`src/cal_consts.vh`:
```
`ifndef CAL_CONSTS_VH
`define CAL_CONSTS_VH

// ---------------------------------------------------------------
// register word offsets (byte addresses)
// ---------------------------------------------------------------
`define CTRL_ADDR 8'h00
`define STAT_ADDR 8'h04
`define IRQ_STAT_ADDR 8'h08
`define IRQ_MASK_ADDR 8'h0C
`define TRIM_BASE_WORD 6'h10
`define TRIM_COUNT 24
`define TRIM_LAST_IDX 5'h17

// ---------------------------------------------------------------
// control register fields
// ---------------------------------------------------------------
`define CTRL_SRC_SEL 0
`define CTRL_SOFT_TRIG 1
`define CTRL_BG_EN 2
`define CTRL_FG_OFS 3
`define CTRL_BG_OFS 4
`define CTRL_RESET 5'h00

// ---------------------------------------------------------------
// interrupt status bits
// ---------------------------------------------------------------
`define IRQ_FOREGROUND_COMPLETE_FLAG 0
`define IRQ_SWAP 1

// ---------------------------------------------------------------
// trim word fields and reset value
// ---------------------------------------------------------------
`define TRIM_OFS_LSB 0
`define TRIM_GAIN_LSB 8
`define TRIM_TERM_LSB 16
`define TRIM_RESET 24'h804080

// ---------------------------------------------------------------
// data and timing
// ---------------------------------------------------------------
`define MID_CODE 12'h000
`define CLK_PERIOD_NS 50
`define TICK_NS 1000
`define TICK_CYCLES (`TICK_NS / `CLK_PERIOD_NS)
`define FG_CAL_TIME_US 100
`define FG_OFS_TIME_US 20
`define BG_SLOT_TIME_US 50
`define FG_CAL_TICKS (`FG_CAL_TIME_US * 1000 / `TICK_NS)
`define FG_OFS_TICKS (`FG_OFS_TIME_US * 1000 / `TICK_NS)
`define BG_SLOT_TICKS (`BG_SLOT_TIME_US * 1000 / `TICK_NS)

`endif

```
`src/pin_sync3.v`:
```
`timescale 1ns/100ps
// three-stage pin synchroniser; output follows once stages 2 and 3 agree
module pin_sync3 (
  // clock and reset
  input wire hclk,
  input wire hresetn,
  // asynchronous pin and clean level
  input wire pin_in,
  output reg level_out
);
  reg meta_reg; // first stage, read only by second
  reg s2_reg;   // second stage
  reg s3_reg;   // third stage

  // ---------------------------------------------------------------
  // shift chain and agreement filter
  // ---------------------------------------------------------------
  always @(posedge hclk or negedge hresetn) begin
    if (!hresetn) begin
      meta_reg <= 1'b0;
      s2_reg <= 1'b0;
      s3_reg <= 1'b0;
      level_out <= 1'b0;
    end else begin
      meta_reg <= pin_in;
      s2_reg <= meta_reg;
      s3_reg <= s2_reg;
      // one-cycle glitches between stages are not passed on
      if (s2_reg == s3_reg) begin
        level_out <= s3_reg;
      end
    end
  end
endmodule

```
`src/cal_sequencer.v`:
```
// Our own choices: the AHB-Lite slave port and the register offsets.
`timescale 1ns/100ps
`include "cal_consts.vh"
module cal_sequencer (
  // clock and reset
  input wire hclk,
  input wire hresetn,
  // ahb-lite slave
  input wire hsel,
  input wire [31:0] haddr,
  input wire [1:0] htrans,
  input wire hwrite,
  input wire [2:0] hsize,
  input wire [31:0] hwdata,
  input wire hready,
  output wire hreadyout,
  output wire hresp,
  output reg [31:0] hrdata,
  // trigger pin from host
  input wire cal_trigger_pin,
  // converter cores and offset estimator
  input wire [71:0] core_data_in,
  input wire [31:0] ofs_estimate,
  // channel data and core control
  output reg [47:0] ch_data_out,
  output reg [5:0] core_offline,
  output reg [5:0] core_cal_active,
  output wire [575:0] trim_out,
  // interrupt
  output wire irq
);
  // ---------------------------------------------------------------
  // states
  // ---------------------------------------------------------------
  localparam [1:0] ST_FG_CAL = 2'b00;
  localparam [1:0] ST_FG_OFS = 2'b01;
  localparam [1:0] ST_IDLE = 2'b10;
  localparam [1:0] ST_BG = 2'b11;
  localparam integer TICK_LAST_N = `TICK_CYCLES - 1;
  localparam integer FG_CAL_LAST_N = `FG_CAL_TICKS - 1;
  localparam integer FG_OFS_LAST_N = `FG_OFS_TICKS - 1;
  localparam integer BG_SLOT_LAST_N = `BG_SLOT_TICKS - 1;
  // counts fit their counters; the part-selects drop the spare bits
  localparam [4:0] TICK_LAST = TICK_LAST_N[4:0];
  localparam [7:0] FG_CAL_LAST = FG_CAL_LAST_N[7:0];
  localparam [7:0] FG_OFS_LAST = FG_OFS_LAST_N[7:0];
  localparam [7:0] BG_SLOT_LAST = BG_SLOT_LAST_N[7:0];

  reg [4:0] ctrl_reg;        // software control bits
  reg [1:0] irq_stat_reg;    // sticky events
  reg [1:0] irq_mask_reg;    // interrupt enables
  reg [23:0] trim_reg [0:23]; // trims, index = input*6 + core
  reg done_reg;              // foreground complete flag
  reg [1:0] state_reg;       // sequencer state
  reg [1:0] state_next;
  reg slot_reg;              // background slot: 0 first, 1 second
  reg [4:0] div_reg;         // 1 us tick divider
  reg tick;                  // one-cycle enable every microsecond
  reg [7:0] tmr_reg;         // elapsed ticks in current phase
  reg soft_prev_reg;         // soft trigger, last cycle
  reg pin_prev_reg;          // synchronised pin, last cycle
  wire pin_lvl;              // synchronised trigger pin
  reg wr_pend_reg;           // write data phase pending
  reg [5:0] wa_reg;          // word address of pending write
  wire [5:0] wa;             // word address of address phase
  wire addr_ok;              // upper address bits clear
  wire [4:0] trim_idx;       // trim index of address phase
  wire [4:0] wtrim_idx;      // trim index of pending write
  wire [5:0] trim_off;       // word offset into the trim block
  wire [5:0] wtrim_off;      // same, for the pending write
  wire is_trim;
  wire w_is_trim;
  wire trig_edge;
  wire bg_cond;
  wire fg_start;
  wire fg_end;
  wire swap;
  wire ofs_apply;
  integer i;

  // ---------------------------------------------------------------
  // bus decode
  // ---------------------------------------------------------------
  // zero wait states, so every transfer is answered at once
  assign hreadyout = 1'b1;
  assign hresp = 1'b0;
  assign wa = haddr[7:2];
  assign addr_ok = (haddr[31:8] == 24'h000000);
  assign trim_off = wa - `TRIM_BASE_WORD;
  assign wtrim_off = wa_reg - `TRIM_BASE_WORD;
  assign trim_idx = trim_off[4:0];
  assign wtrim_idx = wtrim_off[4:0];
  // the trim block reaches past word 0x1F, so bit 5 may be set
  assign is_trim = addr_ok && (wa >= `TRIM_BASE_WORD) &&
                   (trim_off <= {1'b0, `TRIM_LAST_IDX});
  assign w_is_trim = (wa_reg >= `TRIM_BASE_WORD) &&
                     (wtrim_off <= {1'b0, `TRIM_LAST_IDX});

  // capture address phase of a write; reads answer from address phase
  always @(posedge hclk or negedge hresetn) begin
    if (!hresetn) begin
      wr_pend_reg <= 1'b0;
      wa_reg <= 6'h00;
      hrdata <= 32'h00000000;
    end else if (hready) begin
      wr_pend_reg <= hsel && htrans[1] && hwrite && addr_ok;
      wa_reg <= wa;
      hrdata <= 32'h00000000;
      if (hsel && htrans[1] && !hwrite) begin
        if (is_trim) begin
          hrdata <= {8'h00, trim_reg[trim_idx]};
        end else if (addr_ok) begin
          case ({wa, 2'b00})
            `CTRL_ADDR: hrdata <= {27'h0000000, ctrl_reg};
            `STAT_ADDR: hrdata <= {26'h0000000, core_cal_active[0],
                                   slot_reg, state_reg, 1'b0, done_reg};
            `IRQ_STAT_ADDR: hrdata <= {30'h00000000, irq_stat_reg};
            `IRQ_MASK_ADDR: hrdata <= {30'h00000000, irq_mask_reg};
            default: hrdata <= 32'h00000000; // unmapped reads zero
          endcase
        end
      end
    end
  end

  // ---------------------------------------------------------------
  // control, mask and sticky status registers
  // ---------------------------------------------------------------
  always @(posedge hclk or negedge hresetn) begin
    if (!hresetn) begin
      ctrl_reg <= `CTRL_RESET;
      irq_mask_reg <= 2'b00;
      irq_stat_reg <= 2'b00;
    end else begin
      if (wr_pend_reg && ({wa_reg, 2'b00} == `CTRL_ADDR)) begin
        ctrl_reg <= hwdata[4:0];
      end
      if (wr_pend_reg && ({wa_reg, 2'b00} == `IRQ_MASK_ADDR)) begin
        irq_mask_reg <= hwdata[1:0];
      end
      // a new event wins over a write-one-to-clear in the same cycle
      if (wr_pend_reg && ({wa_reg, 2'b00} == `IRQ_STAT_ADDR)) begin
        irq_stat_reg <= (irq_stat_reg & ~hwdata[1:0]) | {swap, fg_end};
      end else begin
        irq_stat_reg <= irq_stat_reg | {swap, fg_end};
      end
    end
  end

  assign irq = |(irq_stat_reg & irq_mask_reg);

  // ---------------------------------------------------------------
  // trim store
  // ---------------------------------------------------------------
  // offset correction overrides a software write to the offset field;
  // software must not write offsets while offset calibration is used
  always @(posedge hclk or negedge hresetn) begin
    if (!hresetn) begin
      for (i = 0; i < `TRIM_COUNT; i = i + 1) begin
        trim_reg[i] <= `TRIM_RESET;
      end
    end else begin
      if (wr_pend_reg && w_is_trim) begin
        trim_reg[wtrim_idx] <= hwdata[23:0];
      end
      if (ofs_apply) begin
        for (i = 0; i < `TRIM_COUNT; i = i + 1) begin
          // each input's estimate goes to all six cores of that input
          trim_reg[i][`TRIM_OFS_LSB +: 8] <=
            ofs_estimate[(i / 6) * 8 +: 8];
        end
      end
    end
  end

  // flat trim output to the analog side
  genvar g;
  generate
    for (g = 0; g < `TRIM_COUNT; g = g + 1) begin : trim_map
      assign trim_out[g * 24 +: 24] = trim_reg[g];
    end
  endgenerate

  // ---------------------------------------------------------------
  // triggers
  // ---------------------------------------------------------------
  pin_sync3 trig_sync (
    .hclk(hclk),
    .hresetn(hresetn),
    .pin_in(cal_trigger_pin),
    .level_out(pin_lvl)
  );

  // remember last trigger levels for edge detection
  always @(posedge hclk or negedge hresetn) begin
    if (!hresetn) begin
      soft_prev_reg <= 1'b0;
      pin_prev_reg <= 1'b0;
    end else begin
      soft_prev_reg <= ctrl_reg[`CTRL_SOFT_TRIG];
      pin_prev_reg <= pin_lvl;
    end
  end

  // only the selected source counts; the other is ignored
  assign trig_edge = ctrl_reg[`CTRL_SRC_SEL] ?
    (pin_lvl && !pin_prev_reg) :
    (ctrl_reg[`CTRL_SOFT_TRIG] && !soft_prev_reg);
  assign bg_cond = ctrl_reg[`CTRL_BG_EN] && !ctrl_reg[`CTRL_SRC_SEL] &&
                   ctrl_reg[`CTRL_SOFT_TRIG];
  // with background armed, the soft edge starts background instead
  assign fg_start = trig_edge && !bg_cond &&
                    (state_reg == ST_IDLE || state_reg == ST_BG);

  // ---------------------------------------------------------------
  // microsecond tick divider
  // ---------------------------------------------------------------
  always @(posedge hclk or negedge hresetn) begin
    if (!hresetn) begin
      div_reg <= 5'h00;
      tick <= 1'b0;
    end else begin
      tick <= (div_reg == TICK_LAST);
      div_reg <= (div_reg == TICK_LAST) ? 5'h00 : div_reg + 5'h01;
    end
  end

  // ---------------------------------------------------------------
  // sequencer
  // ---------------------------------------------------------------
  assign fg_end = tick && ((state_reg == ST_FG_CAL && tmr_reg == FG_CAL_LAST &&
                  !ctrl_reg[`CTRL_FG_OFS]) ||
                  (state_reg == ST_FG_OFS && tmr_reg == FG_OFS_LAST));
  assign swap = tick && state_reg == ST_BG && tmr_reg == BG_SLOT_LAST;
  // foreground offset applied once at the end of its pass
  assign ofs_apply = (tick && state_reg == ST_FG_OFS &&
                      tmr_reg == FG_OFS_LAST) ||
                     (swap && ctrl_reg[`CTRL_BG_OFS]);

  // next state
  always @* begin
    state_next = state_reg;
    case (state_reg)
      ST_FG_CAL: begin
        if (tick && tmr_reg == FG_CAL_LAST) begin
          state_next = ctrl_reg[`CTRL_FG_OFS] ? ST_FG_OFS : ST_IDLE;
        end
      end
      ST_FG_OFS: begin
        if (fg_end) begin
          state_next = ST_IDLE;
        end
      end
      ST_IDLE: begin
        if (fg_start) begin
          state_next = ST_FG_CAL;
        end else if (bg_cond) begin
          state_next = ST_BG;
        end
      end
      ST_BG: begin
        if (fg_start) begin
          state_next = ST_FG_CAL;
        end else if (!bg_cond) begin
          state_next = ST_IDLE;
        end
      end
      default: state_next = ST_IDLE;
    endcase
  end

  // state, timer, slot and done flag; reset state is foreground
  always @(posedge hclk or negedge hresetn) begin
    if (!hresetn) begin
      state_reg <= ST_FG_CAL;
      tmr_reg <= 8'h00;
      slot_reg <= 1'b0;
      done_reg <= 1'b0;
    end else begin
      state_reg <= state_next;
      if (state_next != state_reg || swap) begin
        tmr_reg <= 8'h00;
      end else if (tick) begin
        tmr_reg <= tmr_reg + 8'h01;
      end
      if (swap) begin
        slot_reg <= ~slot_reg;
      end else if (state_reg != ST_BG) begin
        slot_reg <= 1'b0;
      end
      if (fg_start) begin
        done_reg <= 1'b0;
      end else if (fg_end) begin
        done_reg <= 1'b1;
      end
    end
  end

  // ---------------------------------------------------------------
  // core control
  // ---------------------------------------------------------------
  // background takes out core 0 and 4 in slot 0, 1 and 5 in slot 1;
  // spares 2 and 3 stand in, so only one core per pair is offline
  always @(posedge hclk or negedge hresetn) begin
    if (!hresetn) begin
      core_offline <= 6'h3F;
      core_cal_active <= 6'h3F;
    end else begin
      // decoded from the current state, in step with the channel data
      case (state_reg)
        ST_FG_CAL, ST_FG_OFS: begin
          core_offline <= 6'h3F;
          core_cal_active <= 6'h3F;
        end
        ST_BG: begin
          core_offline <= slot_reg ? 6'h22 : 6'h11;
          core_cal_active <= slot_reg ? 6'h22 : 6'h11;
        end
        default: begin
          core_offline <= 6'h00;
          core_cal_active <= 6'h00;
        end
      endcase
    end
  end

  // ---------------------------------------------------------------
  // channel data path
  // ---------------------------------------------------------------
  // channel k is served by core 0,1,4,5; spare 2 or 3 when replaced
  generate
    for (g = 0; g < 4; g = g + 1) begin : ch_map
      localparam integer MAIN = (g < 2) ? g : g + 2;
      localparam integer SPARE = (g < 2) ? 2 : 3;
      localparam LOWER = (g == 0 || g == 2);
      always @(posedge hclk or negedge hresetn) begin
        if (!hresetn) begin
          ch_data_out[g * 12 +: 12] <= `MID_CODE;
        end else if (state_reg == ST_FG_CAL || state_reg == ST_FG_OFS) begin
          ch_data_out[g * 12 +: 12] <= `MID_CODE;
        end else if (state_reg == ST_BG && (slot_reg != LOWER)) begin
          ch_data_out[g * 12 +: 12] <=
            core_data_in[SPARE * 12 +: 12];
        end else begin
          ch_data_out[g * 12 +: 12] <= core_data_in[MAIN * 12 +: 12];
        end
      end
    end
  endgenerate

  // hsize is always a word here; narrower accesses are not decoded
  wire unused_hsize;
  assign unused_hsize = ^hsize;
endmodule

```
`config.mk`:
```
export PLATFORM = sky130hd
export DESIGN_NAME = cal_sequencer
export DESIGN_NICKNAME = d
export VERILOG_FILES = /design/src/pin_sync3.v /design/src/cal_sequencer.v
export VERILOG_INCLUDE_DIRS = /design/src /design/src/src
export SDC_FILE = /design/constraint.sdc
export NUM_CORES = 1
export LEC_CHECK = 0
export ABC_AREA = 0
export BUFFER_PORTS_ARGS = -buffer_cell sky130_fd_sc_hd__buf_2
export CAP_MARGIN = 25
export CORE_AREA = 2 2 330 332
export CTS_BUF_LIST = sky130_fd_sc_hd__clkbuf_2
export DETAILED_ROUTE_END_ITERATION = 6
export DIE_AREA = 0 0 332 334
export PLACE_DENSITY = 0.62
export SETUP_SLACK_MARGIN = 0.5
export SLEW_MARGIN = 10
export SYNTH_ARGS = -nofsm -noshare
export SYNTH_HDL_FRONTEND = slang
export SYNTH_SLANG_ARGS = --single-unit
```
`constraint.sdc`:
```
create_clock -name hclk -period 2.7 [get_ports hclk]
set_input_delay 0 -clock hclk [delete_from_list [all_inputs] [get_ports hclk]]
set_output_delay 0 -clock hclk [all_outputs]
set_load 0.01 [all_outputs]
```
==> flow_summary.json <==
{
  "outcome": "finished, final reports clean",
  "drt_wl_total_um": 188800,
  "postSynthAreaPerCell_um2": 9.943,
  "grt_use_total_pct": 32.01,
  "port_buffers": 825,
  "swShare_pct": 31.18,
  "row_count": 121,
  "grt_first_pass_wirelength_um": 256200,
  "drive_gt1_share_pct": 43.59,
  "crit_cells": 12,
  "numClockSinks": 691,
  "critPathTopFamily": "buffers and inverters",
  "ys_async_sr_fraction_pct": 100.0,
  "finalCritPeriodShare_pct": 86.39,
  "reg2reg_slack_ns": 0.41,
  "cts_made_buffers": 186,
  "relSlewSlack_pct": 27.45,
  "drv_cap": 0,
  "synth_cells": 3258,
  "placed_cells": 5404,
  "tightest_slew_ns": 1.085,
  "gp_congestion": 0.9088,
  "critPathCapture": "hrdata[1]",
  "clock_power_share_pct": 37.2,
  "synth_top_area_share_pct": 47.59,
  "synth.distinct_cells": 66,
  "clk_pin_slew_ns": 0.10,
  "cts_buffer_depth": 3,
  "p_sw_w": 0.006780,
  "grt_max_degree": 82,
  "io_pins": 850,
  "synthFlopType": "dfrtp_1",
  "regToRegEndpoint": "trim_out[172]",
  "max_stage_delay_ns": 0.68,
  "dp_hpwl_um": 118500,
  "yosysWarningCount": 0,
  "clkLatencyLatePin_ns": 1.57,
  "grt_antenna_before_repair": 8,
  "worstPathArrival_ns": 3.68,
  "largest_reg_flops": 576,
  "firstDrtPassIters": 7,
  "cp-startpoint": "haddr[12]",
  "grt_pass1_vias": 35940,
  "area_growth_pct": 65.23,
  "whs_ns": 0.1315,
  "critical_path_class": "primary input to flop",
  "hold_viol_final": 0,
  "rsz0062_at_grt": "true",
  "p_int_w": 0.01497,
  "ys_ff_latch": 691,
  "path_max_fanout": 7,
  "coreArea_um2": 107800,
  "slew_violations": 0,
  "die_h_um": 334,
  "htree_levels": 4,
  "power_leakage_nw": 25.22,
  "num_vias": 36170,
  "synth-edff-count": 0,
  "place_ws_ns": 0.2724,
  "nNetsFinal": 5447,
  "worstRegToRegCells": 8,
  "pwr-share-seq_pct": 49.2,
  "finalClockSkew_ns": 0.1422,
  "endpoint_kind": "flop",
  "start_kind": "primary input",
  "cts_tree": "built",
  "critical_path_required_ns": 4.05,
  "synth_common_cells": "1427 x nand2_1, 616 x dfrtp_1, 175 x a31oi_1",
  "die_x_um": 332,
  "wl_per_cell_um": 27.63,
  "drc": 0,
  "max_freq_mhz": 428.7,
  "r2r_start": "tmr_reg[7]",
  "yosys.area.top_type": "dfrtp_1",
  "ir_drop_mv": 0.3055,
  "dieArea_um2": 110900,
  "cp_num_buf_inv": 7,
  "synthTopCellsByArea": "dfrtp_1 48%, nand2_1 17%, mux4_2 8.1%",
  "hp-class": "primary input to async pin",
  "path_cells": "dlygate4sd3_1 -> buf_2 -> dlygate4sd3_1 -> nor4_2 -> nand2_1 -> clkbuf_2 -> dlygate4sd3_1 -> nor3_1 -> dlygate4sd3_1 -> buf_4 -> a21boi_1 -> a41oi_1",
  "slowest_stage": "dlygate4sd3_1",
  "stdcell_count": 6834,
  "comb_power_share_pct": 13.6,
  "path_common_cell": "dlygate4sd3_1",
  "period_needed_ns": 2.333,
  "finalSetupViolations": 0,
  "fin_tns_setup_ns": 0,
  "p_per_area_nw_per_um2": 406.3,
  "drt_iter0_drc": 3564,
  "overflow": 0,
  "utilization_pct": 49.65,
  "yosysMostFrequentCell": "nand2_1",
  "antenna_left": 0,
  "cts-root-buf": "clkbuf_2",
  "seq_area_frac_synth_pct": 53.67,
  "layout_setup_ws_ns": 0.3674,
  "initial_core_util_pct": 30.05,
  "syn_area_um2": 32390,
  "viasPerCell": 5.293
}
stage by stage:
stage / total power [W] / instance area (µm²)
floorplan: 0.01169 / 32450
global placement: 0.01282 / 38910
detailed placement: 0.01284 / 38910
CTS: 0.02164 / 51390
global route: 0.02260 / 53520
finish: 0.02175 / 53520
cell type report:
cell class / instances / area [µm²]
Clock inverter: 48 / 291.5
Timing Repair Buffer: 2068 / 18060
Multi-Input combinational cell: 2295 / 14430
Sequential cell: 691 / 17410
Clock buffer: 295 / 1476
Tap cell: 1414 / 1769
Fill cell: 9486 / 54270
Inverter: 17 / 66.31
Antenna cell: 6 / 15.01
how the worst min path moves through the flow:
stage / start / to / cells after the start
floorplan: hresetn / ch_data_out[0] / 0
global placement: hresetn / ch_data_out[46] / 1
detailed placement: hresetn / ch_data_out[46] / 1
CTS: hwdata[1] / trim_out[265] / 6
global route: haddr[19] / hrdata[5] / 8
finish: hresetn / trim_out[317] / 5
power by group through the flow:
stage	combinational [W]	clock [W]	sequential, W
2_1_floorplan	0.000781	0	0.0109
3_3_place_gp	0.00192	0	0.0109
3_5_place_dp	0.00193	0	0.0109
4_1_cts	0.00281	0.00815	0.0107
5_1_grt	0.00310	0.00880	0.0107
6_report	0.00296	0.00809	0.0107
cells in the final DEF (no fill, tap or decap), types with 6 or more instances in the layout:
cell,count
dfstp_2,75
dfrtp_2,17
a31oi_1,152
nor2_2,26
a31oi_2,10
mux2_2,75
dfrtp_1,599
nor2b_1,11
buf_8,6
a31oi_4,13
o22ai_1,8
diode_2,6
mux2i_1,115
a21oi_1,28
dlygate4sd3_1,444
clkbuf_16,17
o211ai_1,24
a21oi_2,11
conb_1,10
clkinv_2,7
nor2_1,18
buf_6,335
inv_1,15
mux4_2,116
buf_16,6
buf_4,679
nor3_1,14
nand2_1,1424
nor2_4,32
and2_1,6
a22oi_1,8
o21ai_0,13
buf_12,74
o211ai_2,11
buf_2,502
a22o_1,53
clkinv_1,27
clkbuf_2,296
nand3_1,12
cells by family (layout without fill, tap and decap cells):
kind of cell | Yosys count | in the layout | synth area share, %
XOR/XNOR | 9 | 9 | 0.2433
AND/OR/NAND/NOR | 1594 | 1594 | 19.71
buffers and inverters | 280 | 2428 | 3.882
adder cells (fa/ha/maj) | 10 | 10 | 0.3785
other | 2 | 16 | 0.02318
multiplexers | 310 | 310 | 14.35
AO/OA/AOI/OAI | 362 | 362 | 7.740
flip-flops | 691 | 691 | 53.67
worst register-to-register path: stages (launching register included):
cell and delay (ns):
dfrtp_1 0.42, or3_4 0.44, nor4_4 0.39, a21oi_4 0.10, buf_12 0.16, buf_16 0.15
buf_12 0.15, nor2_4 0.27, a31oi_1 0.09
per-layer routing:
metal	track usage (%)	part of all wire, %	vias up
li1	-	-	15130
met2	53.08	46	2566
met3	9.678	10	762
met1	33.91	33	17710
met5	0	0.018	-
met4	25.71	9.9	4
timing repair:
item / in CTS / in global routing
setup endpoints to repair: 783 / 684
gates resized for setup: 518 / 152
pin swaps: 8 / 22
buffers inserted: 493 / 94
hold buffers: 467 / 6
hold endpoints to repair: 1356 / 26
gates cloned: 3 / 19
Power figures use the tool's default switching activity.
